## config.mk

```make
export PLATFORM = sky130hd
export DESIGN_NAME = vcs_slave
export DESIGN_NICKNAME = d
export VERILOG_FILES = /design/src/design/vcs_slave.v
export VERILOG_INCLUDE_DIRS = /design/src /design/src/include
export SDC_FILE = /design/constraint.sdc
export NUM_CORES = 1
export LEC_CHECK = 0
export BUFFER_PORTS_ARGS = -buffer_cell sky130_fd_sc_hd__buf_4
export CORE_MARGIN = 10
export CORE_UTILIZATION = 40
export DETAILED_ROUTE_END_ITERATION = 8
export GPL_ROUTABILITY_DRIVEN = 0
export MAX_ROUTING_LAYER = met4
export RECOVER_POWER = 50
export SLEW_MARGIN = 20
export SYNTH_ARGS = -nofsm -noshare
export SYNTH_HDL_FRONTEND = slang
export SYNTH_SLANG_ARGS = --single-unit
export TNS_END_PERCENT = 100
```

## constraint.sdc

```tcl
create_clock -name ref_clk_in -period 6.3 [get_ports ref_clk_in]
set_input_delay 1.575 -clock ref_clk_in [delete_from_list [all_inputs] [get_ports ref_clk_in]]
set_output_delay 1.575 -clock ref_clk_in [all_outputs]
set_load 0.1 [all_outputs]
```

## src/include/vcs_defs.vh

```
`ifndef VCS_DEFS_VH
`define VCS_DEFS_VH
// Behaviour
// - Every register except the pulse registers returns its contents when read; those are write-only.
// - Status registers ignore writes; control registers read back what was written.
// - Pulse registers always read as zero.
// - Control and status registers give coherent data during module updates.
// - Every access inside the decoded space ends with data acknowledge, never error.
// - All registers power up as zero unless a register states otherwise.
// - On-board memories are mapped straight into bus space.
// - Answer modifier 2F as configuration space, 09 single and 0B block A32.
// - Block transfers are meant only for memories and FIFO regions; the code also answers 0B block cycles at the normal-space register mirrors.
// - Configuration space spans 512 KB; user area sits at 7FBE0 to 7FBFF.
// - Configuration space accepts odd-byte, 16-bit and 32-bit cycles.
// - Reset pulses reachable from configuration space live in always-present logic.
// - ROM is read-only, one byte per fourth bus address.
// - Undefined bytes in ROM and CSR areas read as zero.
// - ROM reports access widths 84, space version 2 and the ASCII marker bytes.
// - Extended ROM holds user area bounds and slave characteristics 4.
// - Function 0 reports access width 84 and modifier mask A00.
// - Standard CSRs are bytes: base at 7FFFF, set 7FFFB, clear 7FFF7.
// - Four-byte function 0 compare register at 7FF63 to 7FF6F sets its decode.
// - User CSRs mirror the normal-space registers with identical behaviour.
// - Configuration space holds no operational registers beyond those mirrors.

// Address modifier codes
`define VCS_AM_CFG 6'h2F
`define VCS_AM_A32_SGL 6'h09
`define VCS_AM_A32_BLK 6'h0B

// Configuration space layout (byte addresses)
`define VCS_ROM_END 19'h00FFF
`define VCS_OFF_ROM_CHECKSUM 19'h00003
`define VCS_OFF_ROM_LENGTH 19'h00007
`define VCS_OFF_ROM_ACC_W 19'h00013
`define VCS_OFF_CSR_ACC_W 19'h00017
`define VCS_OFF_SPACE_VER 19'h0001B
`define VCS_OFF_ASCII_C 19'h0001F
`define VCS_OFF_ASCII_R 19'h00023
`define VCS_OFF_MAKER_ID 19'h00027
`define VCS_OFF_BOARD_IDENTIFIER 19'h00033
`define VCS_OFF_BOARD_REV 19'h00043
`define VCS_OFF_USER_START 19'h000B3
`define VCS_OFF_USER_END 19'h000BF
`define VCS_OFF_SLAVE_CHAR 19'h000E3
`define VCS_OFF_INTR_CAP 19'h000F7
`define VCS_OFF_F0_ACC_W 19'h00103
`define VCS_OFF_F0_AM_MASK 19'h00123
`define VCS_OFF_F0_DEC_MASK 19'h00623
`define VCS_OFF_UNIT_NUM 19'h7FBE0
`define VCS_OFF_RST_PULSE 19'h7FBE4
`define VCS_OFF_ADDR_CTL 19'h7FBE8
`define VCS_OFF_STATUS 19'h7FBEC
`define VCS_OFF_FW_REV 19'h7FBF0
`define VCS_OFF_F0_COMPARE 19'h7FF63
`define VCS_OFF_BIT_CLEAR 19'h7FFF7
`define VCS_OFF_BIT_SET 19'h7FFFB
`define VCS_OFF_BASE_ADDR 19'h7FFFF

// Normal A32 space mirrors (byte addresses, low 27 bits)
`define VCS_NRM_UNIT_NUM 27'h0000000
`define VCS_NRM_RST_PULSE 27'h0000008
`define VCS_NRM_ADDR_CTL 27'h0000010
`define VCS_NRM_STATUS 27'h0000014
`define VCS_NRM_FW_REV 27'h0000020

// Fixed ROM values
`define VCS_VAL_ACC_W 8'h84
`define VCS_VAL_SPACE_VER 8'h02
`define VCS_VAL_ASCII_C 8'h43
`define VCS_VAL_ASCII_R 8'h53
`define VCS_VAL_USER_START 24'h07FBE0
`define VCS_VAL_USER_END 24'h07FBFF
`define VCS_VAL_SLAVE_CHAR 8'h04
`define VCS_VAL_F0_AM_MASK 64'h0000000000000A00

// Field positions and reset values
`define VCS_BIT_MOD_ENABLE 4
`define VCS_RST_BYTE 8'h00
`define VCS_RST_WORD 32'h00000000
`define VCS_PULSE_VALID 10'h27F

// Reset pulse length
`define VCS_PULSE_NS 200
`define VCS_CLK_NS 20
`endif

```

## src/design/vcs_slave.v

```verilog
`timescale 1ns/1ps
`include "vcs_defs.vh"

module vcs_slave #(
  parameter [7:0] ROM_CHECKSUM = 8'h00,
  parameter [23:0] ROM_LENGTH = 24'h000000,
  parameter [23:0] MAKER_ID = 24'h000001,       // Arbitrary value
  parameter [31:0] BOARD_IDENTIFIER = 32'h00000001,     // Arbitrary value
  parameter [31:0] BOARD_REV = 32'h00000001,    // Arbitrary value
  parameter [7:0] INTR_CAP = 8'h00,
  parameter [31:0] F0_DEC_MASK = 32'hF8000000,
  parameter [31:0] FW_REVISION = 32'h00000001   // Arbitrary value
) (
  // Clock and reset
  input wire ref_clk_in,
  input wire sys_rst_in,
  // Bus address phase
  input wire [31:0] addr_in,
  input wire [5:0] am_in,
  input wire as_n_in,
  input wire lword_n_in,
  input wire write_n_in,
  input wire [1:0] ds_n_in,
  input wire [4:0] ga_n_in,
  // Bus data, two-way
  input wire [31:0] data_in,
  output reg [31:0] data_out,
  output reg data_oe_out,
  // Data acknowledge, open drain
  output reg dtack_n_out,
  output reg dtack_oe_out,
  // Module side
  input wire [31:0] unit_number_in,
  input wire [31:0] status_in,
  output reg [31:0] addressing_control_out,
  output reg [9:0] reset_pulse_out
);

  localparam ST_IDLE = 2'd0;
  localparam ST_ACK = 2'd1;
  localparam ST_BLK = 2'd2;
  localparam integer PULSE_CYC = (`VCS_PULSE_NS + `VCS_CLK_NS - 1) / `VCS_CLK_NS;
  localparam [3:0] PULSE_LAST = PULSE_CYC[3:0] - 4'h1;

  reg [1:0] state_q;
  reg [31:0] addr_q;
  reg [5:0] am_q;
  reg as_prev_q;
  reg [7:0] base_addr_q;
  reg [7:0] csr_bits_q;
  reg [31:0] f0_compare_q;
  reg [31:0] status_snap_q;
  reg [3:0] pulse_cnt_q;
  reg [31:0] rd_w;
  reg [3:0] be;
  reg [31:0] wd;
  reg [31:0] rd_lane;

  wire [18:0] cfg_byte = {addr_q[18:2], 2'b11};
  wire [18:0] cfg_word = {addr_q[18:2], 2'b00};
  wire [26:0] nrm_word = {addr_q[26:2], 2'b00};
  wire is_blk = (am_q == `VCS_AM_A32_BLK);
  wire cfg_sel = (am_q == `VCS_AM_CFG) && (addr_q[23:19] == ~ga_n_in);
  wire nrm_sel = ((am_q == `VCS_AM_A32_SGL) || is_blk) &&
                 csr_bits_q[`VCS_BIT_MOD_ENABLE] &&
                 (addr_q[31:27] == f0_compare_q[31:27]);
  wire ds_act = (ds_n_in != 2'b11);
  wire strobe = !as_n_in && !as_prev_q && ds_act && (cfg_sel || nrm_sel);
  wire go = strobe && (state_q != ST_ACK);
  wire wr = go && !write_n_in;

  // Reads one byte of configuration ROM, MSB first per multi-byte field
  function [7:0] fld_byte;
    input [63:0] val;
    input [18:0] a;
    input [18:0] base;
    input [3:0] len;
    reg [18:0] k;
    integer sh;
    begin
      k = (a - base) >> 2;
      fld_byte = 8'h00;
      // Shift worked out at integer width; a 4-bit product would wrap past byte 1
      sh = len;
      sh = (sh - 1 - k[3:0]) * 8;
      if ((a >= base) && (k < {15'h0000, len}))
      begin
        fld_byte = val[sh +: 8];
      end
    end
  endfunction

  // Byte-wide ROM, one byte at each fourth address; gaps read zero
  function [7:0] rom_byte;
    input [18:0] a;
    begin
      rom_byte = fld_byte({56'h0, ROM_CHECKSUM}, a, `VCS_OFF_ROM_CHECKSUM, 4'd1) |
        fld_byte({40'h0, ROM_LENGTH}, a, `VCS_OFF_ROM_LENGTH, 4'd3) |
        fld_byte({56'h0, `VCS_VAL_ACC_W}, a, `VCS_OFF_ROM_ACC_W, 4'd1) |
        fld_byte({56'h0, `VCS_VAL_ACC_W}, a, `VCS_OFF_CSR_ACC_W, 4'd1) |
        fld_byte({56'h0, `VCS_VAL_SPACE_VER}, a, `VCS_OFF_SPACE_VER, 4'd1) |
        fld_byte({56'h0, `VCS_VAL_ASCII_C}, a, `VCS_OFF_ASCII_C, 4'd1) |
        fld_byte({56'h0, `VCS_VAL_ASCII_R}, a, `VCS_OFF_ASCII_R, 4'd1) |
        fld_byte({40'h0, MAKER_ID}, a, `VCS_OFF_MAKER_ID, 4'd3) |
        fld_byte({32'h0, BOARD_IDENTIFIER}, a, `VCS_OFF_BOARD_IDENTIFIER, 4'd4) |
        fld_byte({32'h0, BOARD_REV}, a, `VCS_OFF_BOARD_REV, 4'd4) |
        fld_byte({40'h0, `VCS_VAL_USER_START}, a, `VCS_OFF_USER_START, 4'd3) |
        fld_byte({40'h0, `VCS_VAL_USER_END}, a, `VCS_OFF_USER_END, 4'd3) |
        fld_byte({56'h0, `VCS_VAL_SLAVE_CHAR}, a, `VCS_OFF_SLAVE_CHAR, 4'd1) |
        fld_byte({56'h0, INTR_CAP}, a, `VCS_OFF_INTR_CAP, 4'd1) |
        fld_byte({56'h0, `VCS_VAL_ACC_W}, a, `VCS_OFF_F0_ACC_W, 4'd1) |
        fld_byte(`VCS_VAL_F0_AM_MASK, a, `VCS_OFF_F0_AM_MASK, 4'd8) |
        fld_byte({32'h0, F0_DEC_MASK}, a, `VCS_OFF_F0_DEC_MASK, 4'd4);
    end
  endfunction

  // Merges written bytes into a 32-bit register under the lane mask
  function [31:0] merge;
    input [31:0] old;
    input [31:0] nw;
    input [3:0] m;
    integer i;
    begin
      merge = old;
      for (i = 0; i < 4; i = i + 1)
      begin
        if (m[i])
        begin
          merge[i*8 +: 8] = nw[i*8 +: 8];
        end
      end
    end
  endfunction

  // Byte lanes of the cycle: D32, D16 or single byte
  always @*
  begin
    be = 4'h0;
    wd = data_in;
    if (!lword_n_in)
    begin
      be = 4'hF;
    end
    else
    begin
      wd = {data_in[15:0], data_in[15:0]};
      case (ds_n_in)
        2'b00: be = addr_q[1] ? 4'h3 : 4'hC;
        2'b10: be = addr_q[1] ? 4'h1 : 4'h4;
        2'b01: be = addr_q[1] ? 4'h2 : 4'h8;
        default: be = 4'h0;
      endcase
    end
  end

  // Read word; every unlisted location answers zero
  always @*
  begin
    rd_w = 32'h00000000;
    if (cfg_sel)
    begin
      if (cfg_byte <= `VCS_ROM_END)
      begin
        rd_w = {24'h000000, rom_byte(cfg_byte)};
      end
      else
      begin
        case (cfg_byte)
          `VCS_OFF_BASE_ADDR: rd_w = {24'h000000, base_addr_q};
          `VCS_OFF_BIT_SET: rd_w = {24'h000000, csr_bits_q};
          `VCS_OFF_BIT_CLEAR: rd_w = {24'h000000, csr_bits_q};
          `VCS_OFF_F0_COMPARE: rd_w = {24'h000000, f0_compare_q[31:24]};
          `VCS_OFF_F0_COMPARE + 19'h4: rd_w = {24'h000000, f0_compare_q[23:16]};
          `VCS_OFF_F0_COMPARE + 19'h8: rd_w = {24'h000000, f0_compare_q[15:8]};
          `VCS_OFF_F0_COMPARE + 19'hC: rd_w = {24'h000000, f0_compare_q[7:0]};
          default:
          begin
            // Only the mirrors live here, nothing operational
            case (cfg_word)
              `VCS_OFF_UNIT_NUM: rd_w = unit_number_in;
              `VCS_OFF_RST_PULSE: rd_w = 32'h00000000;
              `VCS_OFF_ADDR_CTL: rd_w = addressing_control_out;
              `VCS_OFF_STATUS: rd_w = status_snap_q;
              `VCS_OFF_FW_REV: rd_w = FW_REVISION;
              default: rd_w = 32'h00000000;
            endcase
          end
        endcase
      end
    end
    else
    begin
      case (nrm_word)
        `VCS_NRM_UNIT_NUM: rd_w = unit_number_in;
        `VCS_NRM_RST_PULSE: rd_w = 32'h00000000;
        `VCS_NRM_ADDR_CTL: rd_w = addressing_control_out;
        `VCS_NRM_STATUS: rd_w = status_snap_q;
        `VCS_NRM_FW_REV: rd_w = FW_REVISION;
        default: rd_w = 32'h00000000;
      endcase
    end
    if (!lword_n_in)
    begin
      rd_lane = rd_w;
    end
    else
    begin
      rd_lane = addr_q[1] ? {16'h0000, rd_w[15:0]} : {16'h0000, rd_w[31:16]};
    end
  end

  wire wr_pulse = wr && ((cfg_sel && cfg_word == `VCS_OFF_RST_PULSE) ||
                         (!cfg_sel && nrm_word == `VCS_NRM_RST_PULSE));
  wire wr_actl = wr && ((cfg_sel && cfg_word == `VCS_OFF_ADDR_CTL) ||
                        (!cfg_sel && nrm_word == `VCS_NRM_ADDR_CTL));
  wire [31:0] pulse_word = merge(32'h0, wd, be);
  wire [9:0] pulse_set = pulse_word[9:0] & `VCS_PULSE_VALID;

  // Address phase and cycle handshake
  always @(posedge ref_clk_in)
  begin
    if (sys_rst_in)
    begin
      state_q <= ST_IDLE;
      addr_q <= 32'h00000000;
      am_q <= 6'h00;
      as_prev_q <= 1'b1;
      status_snap_q <= `VCS_RST_WORD;
      data_out <= 32'h00000000;
      data_oe_out <= 1'b0;
      dtack_n_out <= 1'b1;
      dtack_oe_out <= 1'b0;
    end
    else
    begin
      as_prev_q <= as_n_in;
      dtack_n_out <= 1'b0;
      if (!as_n_in && as_prev_q)
      begin
        // Latch address and freeze status for a coherent read
        addr_q <= addr_in;
        am_q <= am_in;
        status_snap_q <= status_in;
      end
      case (state_q)
        ST_IDLE:
        begin
          if (go)
          begin
            state_q <= ST_ACK;
            dtack_oe_out <= 1'b1;
            data_out <= rd_lane;
            data_oe_out <= write_n_in;
          end
        end
        ST_ACK:
        begin
          if (!ds_act || as_n_in)
          begin
            dtack_oe_out <= 1'b0;
            data_oe_out <= 1'b0;
            // Block beats step the address; plain cycles wait for the next strobe
            if (is_blk && !as_n_in)
            begin
              addr_q <= addr_q + 32'h00000004;
              state_q <= ST_BLK;
            end
            else
            begin
              state_q <= ST_IDLE;
            end
          end
        end
        ST_BLK:
        begin
          if (as_n_in)
          begin
            state_q <= ST_IDLE;
          end
          else if (go)
          begin
            state_q <= ST_ACK;
            dtack_oe_out <= 1'b1;
            data_out <= rd_lane;
            data_oe_out <= write_n_in;
          end
        end
        default: state_q <= ST_IDLE;
      endcase
    end
  end

  // Register writes; status and ROM ignore them
  always @(posedge ref_clk_in)
  begin
    if (sys_rst_in)
    begin
      base_addr_q <= `VCS_RST_BYTE;
      csr_bits_q <= `VCS_RST_BYTE;
      f0_compare_q <= `VCS_RST_WORD;
      addressing_control_out <= `VCS_RST_WORD;
    end
    else if (wr && cfg_sel && be[0])
    begin
      case (cfg_byte)
        `VCS_OFF_BASE_ADDR: base_addr_q <= wd[7:0];
        `VCS_OFF_BIT_SET: csr_bits_q <= csr_bits_q | wd[7:0];
        `VCS_OFF_BIT_CLEAR: csr_bits_q <= csr_bits_q & ~wd[7:0];
        `VCS_OFF_F0_COMPARE: f0_compare_q[31:24] <= wd[7:0];
        `VCS_OFF_F0_COMPARE + 19'h4: f0_compare_q[23:16] <= wd[7:0];
        `VCS_OFF_F0_COMPARE + 19'h8: f0_compare_q[15:8] <= wd[7:0];
        `VCS_OFF_F0_COMPARE + 19'hC: f0_compare_q[7:0] <= wd[7:0];
        default:
        begin
          if (wr_actl)
          begin
            addressing_control_out <= merge(addressing_control_out, wd, be);
          end
        end
      endcase
    end
    else if (wr_actl)
    begin
      // Whole-cycle update so a reader never sees a half-written control word
      addressing_control_out <= merge(addressing_control_out, wd, be);
    end
  end

  // Reset pulses held for a fixed width; a new write setting a valid bit restarts the width
  always @(posedge ref_clk_in)
  begin
    if (sys_rst_in)
    begin
      reset_pulse_out <= 10'h000;
      pulse_cnt_q <= 4'h0;
    end
    else if (wr_pulse && (pulse_set != 10'h000))
    begin
      reset_pulse_out <= reset_pulse_out | pulse_set;
      pulse_cnt_q <= PULSE_LAST;
    end
    else if (pulse_cnt_q != 4'h0)
    begin
      pulse_cnt_q <= pulse_cnt_q - 4'h1;
    end
    else
    begin
      reset_pulse_out <= 10'h000;
    end
  end

endmodule // vcs_slave

```

-- Word-level counts from Yosys, hierarchy flattened
Cells that the tools add are included.
- register bits after elaboration: 202
- input port bits: 146
- output and inout bits: 77
- logic and storage cells: 323
- $add $sub $neg: 36
- order comparisons: 35
- equality and inequality tests: 31
- shifts and indexed selects: 17
- muxes and demuxes: 98
- bitwise operators: 21
- reductions and logical operators: 66
- operators by type and width (cell ; count):
    variable part select 64 x 8 -> 8 bit, first input constant ; 17
    2-to-1 mux 8 bit ; 55
    2-to-1 mux 32 bit ; 13
    case mux 32 bit (4 select lines) ; 2
    equality test 17 bit, second input constant ; 12
    case mux 32 bit (6 select lines) ; 1
    < comparator 17 x 1 -> 1 bit, second input constant ; 9
    OR 8 bit ; 17
    greater-or-equal comparator 19 x 5 -> 1 bit, second input constant ; 4
    greater-or-equal comparator 19 x 8 -> 1 bit, second input constant ; 4
    subtractor 19 x 5 -> 19 bit, second input constant ; 4
    subtractor 19 x 8 -> 19 bit, second input constant ; 4
    < comparator 17 x 2 -> 1 bit, second input constant ; 4
    case mux 32 bit (2 select lines) ; 1
    greater-or-equal comparator 19 x 6 -> 1 bit, second input constant ; 3
    subtractor 19 x 6 -> 19 bit, second input constant ; 3
    < comparator 17 x 3 -> 1 bit, second input constant ; 3
    equality test 25 x 3 -> 1 bit, second input constant ; 2
    subtractor 1 x 4 -> 5 bit, first input constant ; 9
    greater-or-equal comparator 19 x 9 -> 1 bit, second input constant ; 2
    subtractor 19 x 9 -> 19 bit, second input constant ; 2
    logical AND 1 bit ; 36
    subtractor 2 x 4 -> 5 bit, first input constant ; 7
    adder 32 x 3 -> 32 bit, second input constant ; 1
    other kinds (48) ; 89

-- Depth between registers and ports, before layout
Gate-level depths: netlist of run 1.
- depth in word-level cells: 29
- gate-level depth with buffers: 16
- mapped depth without buffers: 12

-- Worst setup path after synthesis of run 1
Ideal clock, no wire load.
- path kind: input to register
- start point: in ga_n_in[4]
- end point: reg data_out[6]
- library setup time: 0.123 ns
- arrival time: 3.393 ns
- required time: 6.177 ns
- slack: 2.785 ns
- stages on the path: 10
- buffers on the path: 2
- path through: xor2_1 > nand3_1 > or4_1 > clkbuf_1 > o21ai_1 > buf_2 > o22ai_1 > or3_1 > o211ai_1 > a21oi_1
- word-level cells in the longest chain between the ends: 9
- elaborated cells between the ends (all ways): 12
- classes of those cells: eq/ne (1); mux (6); bitwise (1); reduce/logical (4)
- ends and longest elaborated chain (what ; line ; text):
    start, declared ; vcs_slave.v:24 ; input wire [4:0] ga_n_in,
    NOT 5 bit * ; vcs_slave.v:63 ; wire cfg_sel = (am_q == `VCS_AM_CFG) && (addr_q[23:19] == ~ga_n_in);
    equality test 5 bit * ; vcs_slave.v:63 ;
    logical AND 1 bit * ; vcs_slave.v:63 ;
    2-to-1 mux 32 bit / logical OR 1 bit (equally long branches) ; vcs_slave.v:160, vcs_slave.v:68 ;
    2-to-1 mux 16 bit / logical AND 1 bit (equally long branches) ; vcs_slave.v:208, vcs_slave.v:68 ;
    2-to-1 mux 32 bit / logical AND 1 bit (equally long branches) ; vcs_slave.v:202, vcs_slave.v:69 ;
    2-to-1 mux 32 bit * ; vcs_slave.v:248, vcs_slave.v:280 ;
    2-to-1 mux 32 bit ; vcs_slave.v:276 ; if (as_n_in)
    case mux 32 bit (2 select lines) * ; vcs_slave.v:245 ; case (state_q)
    end signal, assigned ; vcs_slave.v:252 ; data_out <= rd_lane;
    end signal, assigned ; vcs_slave.v:284 ; data_out <= rd_lane;
    end, declared ; vcs_slave.v:27 ; output reg [31:0] data_out,
Every way passes the cells marked *; elsewhere a longest branch is shown, timed or not. The select of a mux whose other input is x is not followed.
A chain may end at the register's enable or synchronous reset.

==> out/metrics.yaml, run 1 <==
synthTopCellsByArea: "sky130_fd_sc_hd__dfxtp_1 30%, sky130_fd_sc_hd__nand2_1 7.8%, sky130_fd_sc_hd__a21oi_1 7.7%, sky130_fd_sc_hd__a222oi_1 4.4%, sky130_fd_sc_hd__nor2_1 4.1%"
syn-instance-count: 1814
finalWorstPathRequiredPeriod_ps: 5230
synth-seq-area-share_pct: 29.6
p_seq_share_pct: 41.9
post_cts_resized: 0
die_width_microns: 203
report.final.hold_viol_count: 0
run_status: "finished, violations left"
clock_path_buffers: 2
synthesized_cell_area_sq_mm: 0.0135
most_common_cell_in_the_synthesized_netlist: "sky130_fd_sc_hd__nand2_1"
dpl_cell_area_sq_mm: 0.0153
failed_checks: "DRC, capacitance limit, slew limit"
yosys_most_used_dff: "sky130_fd_sc_hd__dfxtp_1"
synth_top_cell_area_share_pct: 29.6
setup_violations: 0
post_drt_wl_per_cell_microns: 24.1
slew-limit-headroom_pct: -100
fin_hold_ws_ps: 451
report.power.total_w: 0.00318
num_rows: 67
ratio_of_cells_with_drive_above_1_in_the_final_layout_pct: 14.1
cts-htree-levels: 4
pwr-share-comb_pct: 23.5
clk-insertion-delay-late_ps: 450
startpoint_type: "primary input"
core_area_sq_mm: 0.0334
p_switching_w: 0.00104
grt_start_max_net_pins: 67
drv_cap: 1
numPortBuffers: 219
detail_route.iter0.violations: 2284
tritoncts: "done"
yosysWarnings: 0
fin_crit_sh_pct: 83.1
global_route.overflow_total: 0
worstHoldPathType: "reg -> reg"
rsz0062_at_grt: "no"
critPathArrivalTime_ps: 5560
post_synthesis_cell_type_with_the_largest_combined_area: "sky130_fd_sc_hd__dfxtp_1"
ant_nets: 0
number_of_global_route_vias_before_repair: 13966
asyncSetResetFlopFracSynth_pct: 0
ys_ff_latch: 199
power.share.clock_pct: 34.5
cts.sinks: 199
internal-power_w: 0.00213
cellPowerDensity_mw_per_mm2: 204
grt_antenna_before_repair: 4
worst_setup_path_end_kind: "register"
groute.usage.overall_pct: 27.3
starting_density_of_the_core_pct: 40.3
floorplan.die_area_sq_mm: 0.0414
fmaxAchievable_ghz: 0.191
wp_data_required_ps: 6620
first_pass_iters: 9
postCtsSetupBuffers: 0
cts_hold_buffers: 0
clock_pin_slew_on_the_worst_setup_and_hold_paths_ps: 80
grt_pass1_wl_mm: 86.7
setup_total_negative_slack_ps: 0
num_vias: 15111
layout.nets: 2097
top_level_i_o_count: 223
synthTopCellsByCount: "281 x sky130_fd_sc_hd__nand2_1, 207 x sky130_fd_sc_hd__a21oi_1, 199 x sky130_fd_sc_hd__dfxtp_1, 147 x sky130_fd_sc_hd__nor2_1, 104 x sky130_fd_sc_hd__clkbuf_1"
totalWireLength_mm: 57.5
route.detailed.drc: 15
hpwl_mm: 41.3
syn_area_per_cell_sq_um: 7.42
ctsRootBufferMaster: "sky130_fd_sc_hd__clkbuf_16"
cts-buffers-inserted: 17
clock-skew-final_ps: 13.4
power.leakage_nw: 5.29
timing_worst_setup_path_type: "in -> reg"
die_y_microns: 203
finalCoreUtilization_pct: 46.6
max-vdd-ir-drop_mv: 0.136
crit_path_max_fanout: 55
synthToLayoutAreaGrowth_pct: 15.6
yosys.cell_types.count: 88
slew_violations: 56
tightestPinTransition_ps: 3000
finalInstanceArea_sq_mm: 0.0156
post_drt_via_cell_ratio: 6.34
p_sw_share_pct: 32.8
count_of_flip_flops_with_a_built_in_enable_after_synthesis: 0
[stage by stage]
stage | worst slack, ps | std cells
finish | 1070 | 2385
global route | 848 | 2385
CTS | 1570 | 2381
detailed placement | 1610 | 2349
global placement | 1630 | 2349
floorplan | 2780 | 1815
[layer usage]
| layer | up-vias | part of all wire (%) | global-route usage, % |
|---|---|---|---|
| met4 | 0 | 3.2 | 9.22 |
| met2 | 938 | 46 | 42.1 |
| met3 | 136 | 9.8 | 4.13 |
| met1 | 7130 | 41 | 35.8 |
| met5 | - | 0 | - |
| li1 | 6907 | - | - |
[worst max-delay path, cell delays in order]
cell	delay, ps
sky130_fd_sc_hd__clkbuf_1	2080
sky130_fd_sc_hd__inv_1	1200
sky130_fd_sc_hd__nand2_1	580
sky130_fd_sc_hd__nor2_1	90
[cell families (layout without fill, tap and decap cells)]
logic type | Yosys count | count (layout) | share of synthesized area (%)
AO/OA/AOI/OAI | 521 | 521 | 25.8
XOR/XNOR | 63 | 63 | 4.10
flip-flops | 199 | 199 | 29.6
adder cells (fa/ha/maj) | 31 | 31 | 2.88
multiplexers | 53 | 53 | 4.11
buffers and inverters | 191 | 309 | 5.86
other | 1 | 6 | 0.0279
AND/OR/NAND/NOR | 755 | 755 | 27.7
[power groups by stage]
stage / Clock, W / Sequential (W) / Combinational (W)
2_1_floorplan: 0 / 0.00135 / 0.000487
3_3_place_gp: 0 / 0.00136 / 0.000718
3_5_place_dp: 0 / 0.00136 / 0.000726
4_1_cts: 0.00110 / 0.00133 / 0.000729
5_1_grt: 0.00116 / 0.00134 / 0.000806
6_report: 0.00110 / 0.00133 / 0.000748
[cell usage in the layout (no fill, tap or decap), types with 50 or more instances in the layout]
master                     instances
sky130_fd_sc_hd__nand2_1         281
sky130_fd_sc_hd__a21oi_1         207
sky130_fd_sc_hd__dfxtp_1         199
sky130_fd_sc_hd__buf_4           177
sky130_fd_sc_hd__nor2_1          147
sky130_fd_sc_hd__clkbuf_1         78
sky130_fd_sc_hd__nand3_1          67
sky130_fd_sc_hd__o21ai_0          67
sky130_fd_sc_hd__a222oi_1         59
sky130_fd_sc_hd__nor3_1           50
[state kept, by name, indices dropped and copies added (netlist names)]
name                    cells
base_addr_q                 8
f0_compare_q               32
dtack_n_out                 1
data_out                   32
status_snap_q              32
reset_pulse_out             8
addr_q                     31
csr_bits_q                  8
pulse_cnt_q                 4
am_q                        6
state_q                     2
addressing_control_out     32
as_prev_q                   1
dtack_oe_out                1
data_oe_out                 1
[final timing paths]
kind                                   from                         endpoint  slack, ps  cells after the start
setup / recovery                 sys_rst_in  reset_pulse_out[1]$_SDFFE_PP0P_       1070                      4
hold / removal    data_out[25]$_SDFFE_PP0P_        data_out[25]$_SDFFE_PP0P_        450                      2
setup reg to reg       addr_q[7]$_SDFF_PP0_         data_out[5]$_SDFFE_PP0P_       1400                     11
hold reg to reg   data_out[25]$_SDFFE_PP0P_        data_out[25]$_SDFFE_PP0P_        450                      2
[cell type report]
class                   count  area [sq um]
flip-flops and latches    199          3980
inverters                  22          82.6
fillers                  3504         17800
diodes                      4          10.0
clock inverters            13           138
multi-input cells        1425          8730
clock buffers              19           433
well taps                 448           561
repair buffers            255          1620
(Power assumes the default switching activity.)
==> run 2: changes to the inputs <==
- ABC_AREA: default -> 1
- clock period: 6.3 -> 4.8 ns (I/O delays scaled with it)
==> out/metrics.yaml, run 2 <==
ctsRootBufferMaster: "sky130_fd_sc_hd__clkbuf_16"
synthTopCellsByArea: "sky130_fd_sc_hd__dfxtp_1 25%, sky130_fd_sc_hd__nand2_1 18%, sky130_fd_sc_hd__nor2_1 8.5%, sky130_fd_sc_hd__inv_1 6.5%, sky130_fd_sc_hd__o21ai_0 6.5%"
clock_path_buffers: 2
slew-limit-headroom_pct: -100
route.detailed.drc: 0
run_status: "finished, violations left"
power.leakage_nw: 8.78
ant_nets: 0
syn-instance-count: 2807
finalInstanceArea_sq_mm: 0.0187
syn_area_per_cell_sq_um: 5.78
post_cts_resized: 0
grt_pass1_wl_mm: 111
cts.sinks: 199
finalCoreUtilization_pct: 46.8
yosysWarnings: 0
hpwl_mm: 55.4
global_route.overflow_total: 0
starting_density_of_the_core_pct: 40.6
worst_setup_path_startpoint: "sys_rst_in"
grt_antenna_before_repair: 1
fin_crit_sh_pct: 85.4
fmaxAchievable_ghz: 0.244
path_cells: "clkbuf_1 > clkinvlp_2 > clkbuf_2 > o21ai_0 > a21oi_1"
postCtsSetupBuffers: 0
final_common_cell: "sky130_fd_sc_hd__nand2_1"
ratio_of_cells_with_drive_above_1_in_the_final_layout_pct: 10.6
fin_hold_ws_ps: 452
layout.cells.most_common_list: "780 x sky130_fd_sc_hd__nand2_1, 366 x sky130_fd_sc_hd__nor2_1, 282 x sky130_fd_sc_hd__inv_1"
top_level_i_o_count: 223
r2r_cells: 15
critical_path.endpoint: "addr_q[10]$_SDFF_PP0_"
placed_instances: 3475
numPortBuffers: 219
synth_top_cell_area_share_pct: 24.6
tritoncts: "done"
startpoint_type: "primary input"
die_width_microns: 221
final.fill_count: 4340
cellPowerDensity_mw_per_mm2: 248
worst_setup_path_end_kind: "register"
failed_checks: "capacitance limit, slew limit"
number_of_global_route_vias_before_repair: 18720
reg2reg_to: "data_out[7]$_SDFFE_PP0P_"
wp_data_required_ps: 5150
clock-skew-final_ps: 12.3
critPathArrivalTime_ps: 4440
yosys.cell_types.count: 57
worstHoldPathType: "reg -> reg"
rsz0062_at_grt: "no"
finalWorstPathRequiredPeriod_ps: 4100
r2r_slack_ps: 870
synthesized_cell_area_sq_mm: 0.0162
tightestPinTransition_ps: 3000
crit_path_max_fanout: 76
groute.usage.overall_pct: 29.5
fin_cells: 3508
floorplan.die_area_sq_mm: 0.0490
cts-buffers-inserted: 17
critPathSlowestCell: "sky130_fd_sc_hd__clkinvlp_2"
layout.nets: 3146
report.final.hold_viol_count: 0
dpl_cell_area_sq_mm: 0.0184
die_y_microns: 221
detail_route.iter0.violations: 2645
grt_start_max_net_pins: 77
asyncSetResetFlopFracSynth_pct: 0
post_drt_via_cell_ratio: 5.77
num_vias: 20251
num_rows: 73
first_pass_iters: 6
synthTopCellsByCount: "780 x sky130_fd_sc_hd__nand2_1, 368 x sky130_fd_sc_hd__nor2_1, 283 x sky130_fd_sc_hd__inv_1, 211 x sky130_fd_sc_hd__o21ai_0, 208 x sky130_fd_sc_hd__a21oi_1"
setup_total_negative_slack_ps: 0
post_synthesis_cell_type_with_the_largest_combined_area: "sky130_fd_sc_hd__dfxtp_1"
timing_worst_setup_path_type: "in -> reg"
synth-seq-area-share_pct: 24.6
slew_violations: 101
count_of_flip_flops_with_a_built_in_enable_after_synthesis: 0
max-vdd-ir-drop_mv: 0.274
core_area_sq_mm: 0.0399
most_common_cell_in_the_synthesized_netlist: "sky130_fd_sc_hd__nand2_1"
drv_cap: 2
totalWireLength_mm: 74.4
yosys_most_used_dff: "sky130_fd_sc_hd__dfxtp_1"
cts-htree-levels: 4
synthToLayoutAreaGrowth_pct: 15.0
clock_pin_slew_on_the_worst_setup_and_hold_paths_ps: 70
critical_path.reg2reg.startpoint: "addr_q[13]$_SDFF_PP0_"
setup_violations: 0
post_drt_wl_per_cell_microns: 21.2
cts_hold_buffers: 0
crit_path_max_incr_delay_ps: 1370
ys_ff_latch: 199
clk-insertion-delay-late_ps: 470
-- run 2: changes by cell type in the layout (fill, tap and decap cells not counted), sizes merged, moves of 26 or more --
cell    before  now
xnor2       44    5
xor2        19   46
a222oi      59    0
inv         25  304
mux2i       35    0
nand2      281  791
nor2       151  396
nor4        37   11
buf        177  207
o21ai       71  238
nand3       67  210
-- run 2: power by group --
| group | internal [W] | switching [W] | leakage (nW) |
|---|---|---|---|
| combinational | 0.000432 | 0.000998 | 6.88 |
| sequential | 0.00171 | 0.0000512 | 1.62 |
| clock | 0.000733 | 0.000714 | 0.279 |
-- run 2: worst max-delay path: cells and delay by family --
family | cells | cell delay [ps]
compound gates | 2 | 480
buf+inv | 3 | 2690
-- run 2: layer usage --
metal / vias to the layer above / wire length [microns] / GRT usage [%]
met2: 1333 / 31300 / 42.6
met5: - / 0 / -
met4: 0 / 3780 / 14.0
met1: 9177 / 30700 / 38.6
li1: 9468 / - / -
met3: 273 / 8640 / 5.69
-- run 2: how the worst min path moves through the flow --
stage | start | to | slack, ps | cells past startpoint
CTS | csr_bits_q[0]$_SDFFE_PP0P_ | csr_bits_q[0]$_SDFFE_PP0P_ | 450 | 2
global placement | csr_bits_q[0]$_SDFFE_PP0P_ | csr_bits_q[0]$_SDFFE_PP0P_ | 430 | 2
finish | csr_bits_q[0]$_SDFFE_PP0P_ | csr_bits_q[0]$_SDFFE_PP0P_ | 450 | 2
detailed placement | csr_bits_q[0]$_SDFFE_PP0P_ | csr_bits_q[0]$_SDFFE_PP0P_ | 440 | 2
floorplan | csr_bits_q[1]$_SDFFE_PP0P_ | csr_bits_q[1]$_SDFFE_PP0P_ | 420 | 2
global route | csr_bits_q[1]$_SDFFE_PP0P_ | csr_bits_q[1]$_SDFFE_PP0P_ | 480 | 2
-- run 2: final cells by class --
cell class	count	area [sq um]	area share [%]
multi-input cells	2157	10400	55.8
diodes	1	2.50	0.0134
flip-flops and latches	199	3980	21.3
repair buffers	286	1860	9.99
inverters	308	1160	6.24
clock buffers	19	433	2.32
clock inverters	13	139	0.744
well taps	525	657	3.52
-- run 2: logic make-up (layout without fill, tap and decap cells) --
logic type	after synthesis	after routing	synth area share, %
and+or+nand+nor	1513	1513	40.0
AOI/OAI and AO/OA	560	560	19.0
buffers and inverters	452	626	11.3
xor gates and xnor gates	51	51	2.75
DFF	199	199	24.6
other	1	3	0.0231
adders and majority gates	31	31	2.39
-- run 2: per-stage QoR --
stage | worst slack [ps] | power (W)
after floorplan | 1770 | 0.00266
after global placement | 1110 | 0.00314
after detailed placement | 1050 | 0.00316
after CTS | 1020 | 0.00458
after global routing | 406 | 0.00483
final | 701 | 0.00464
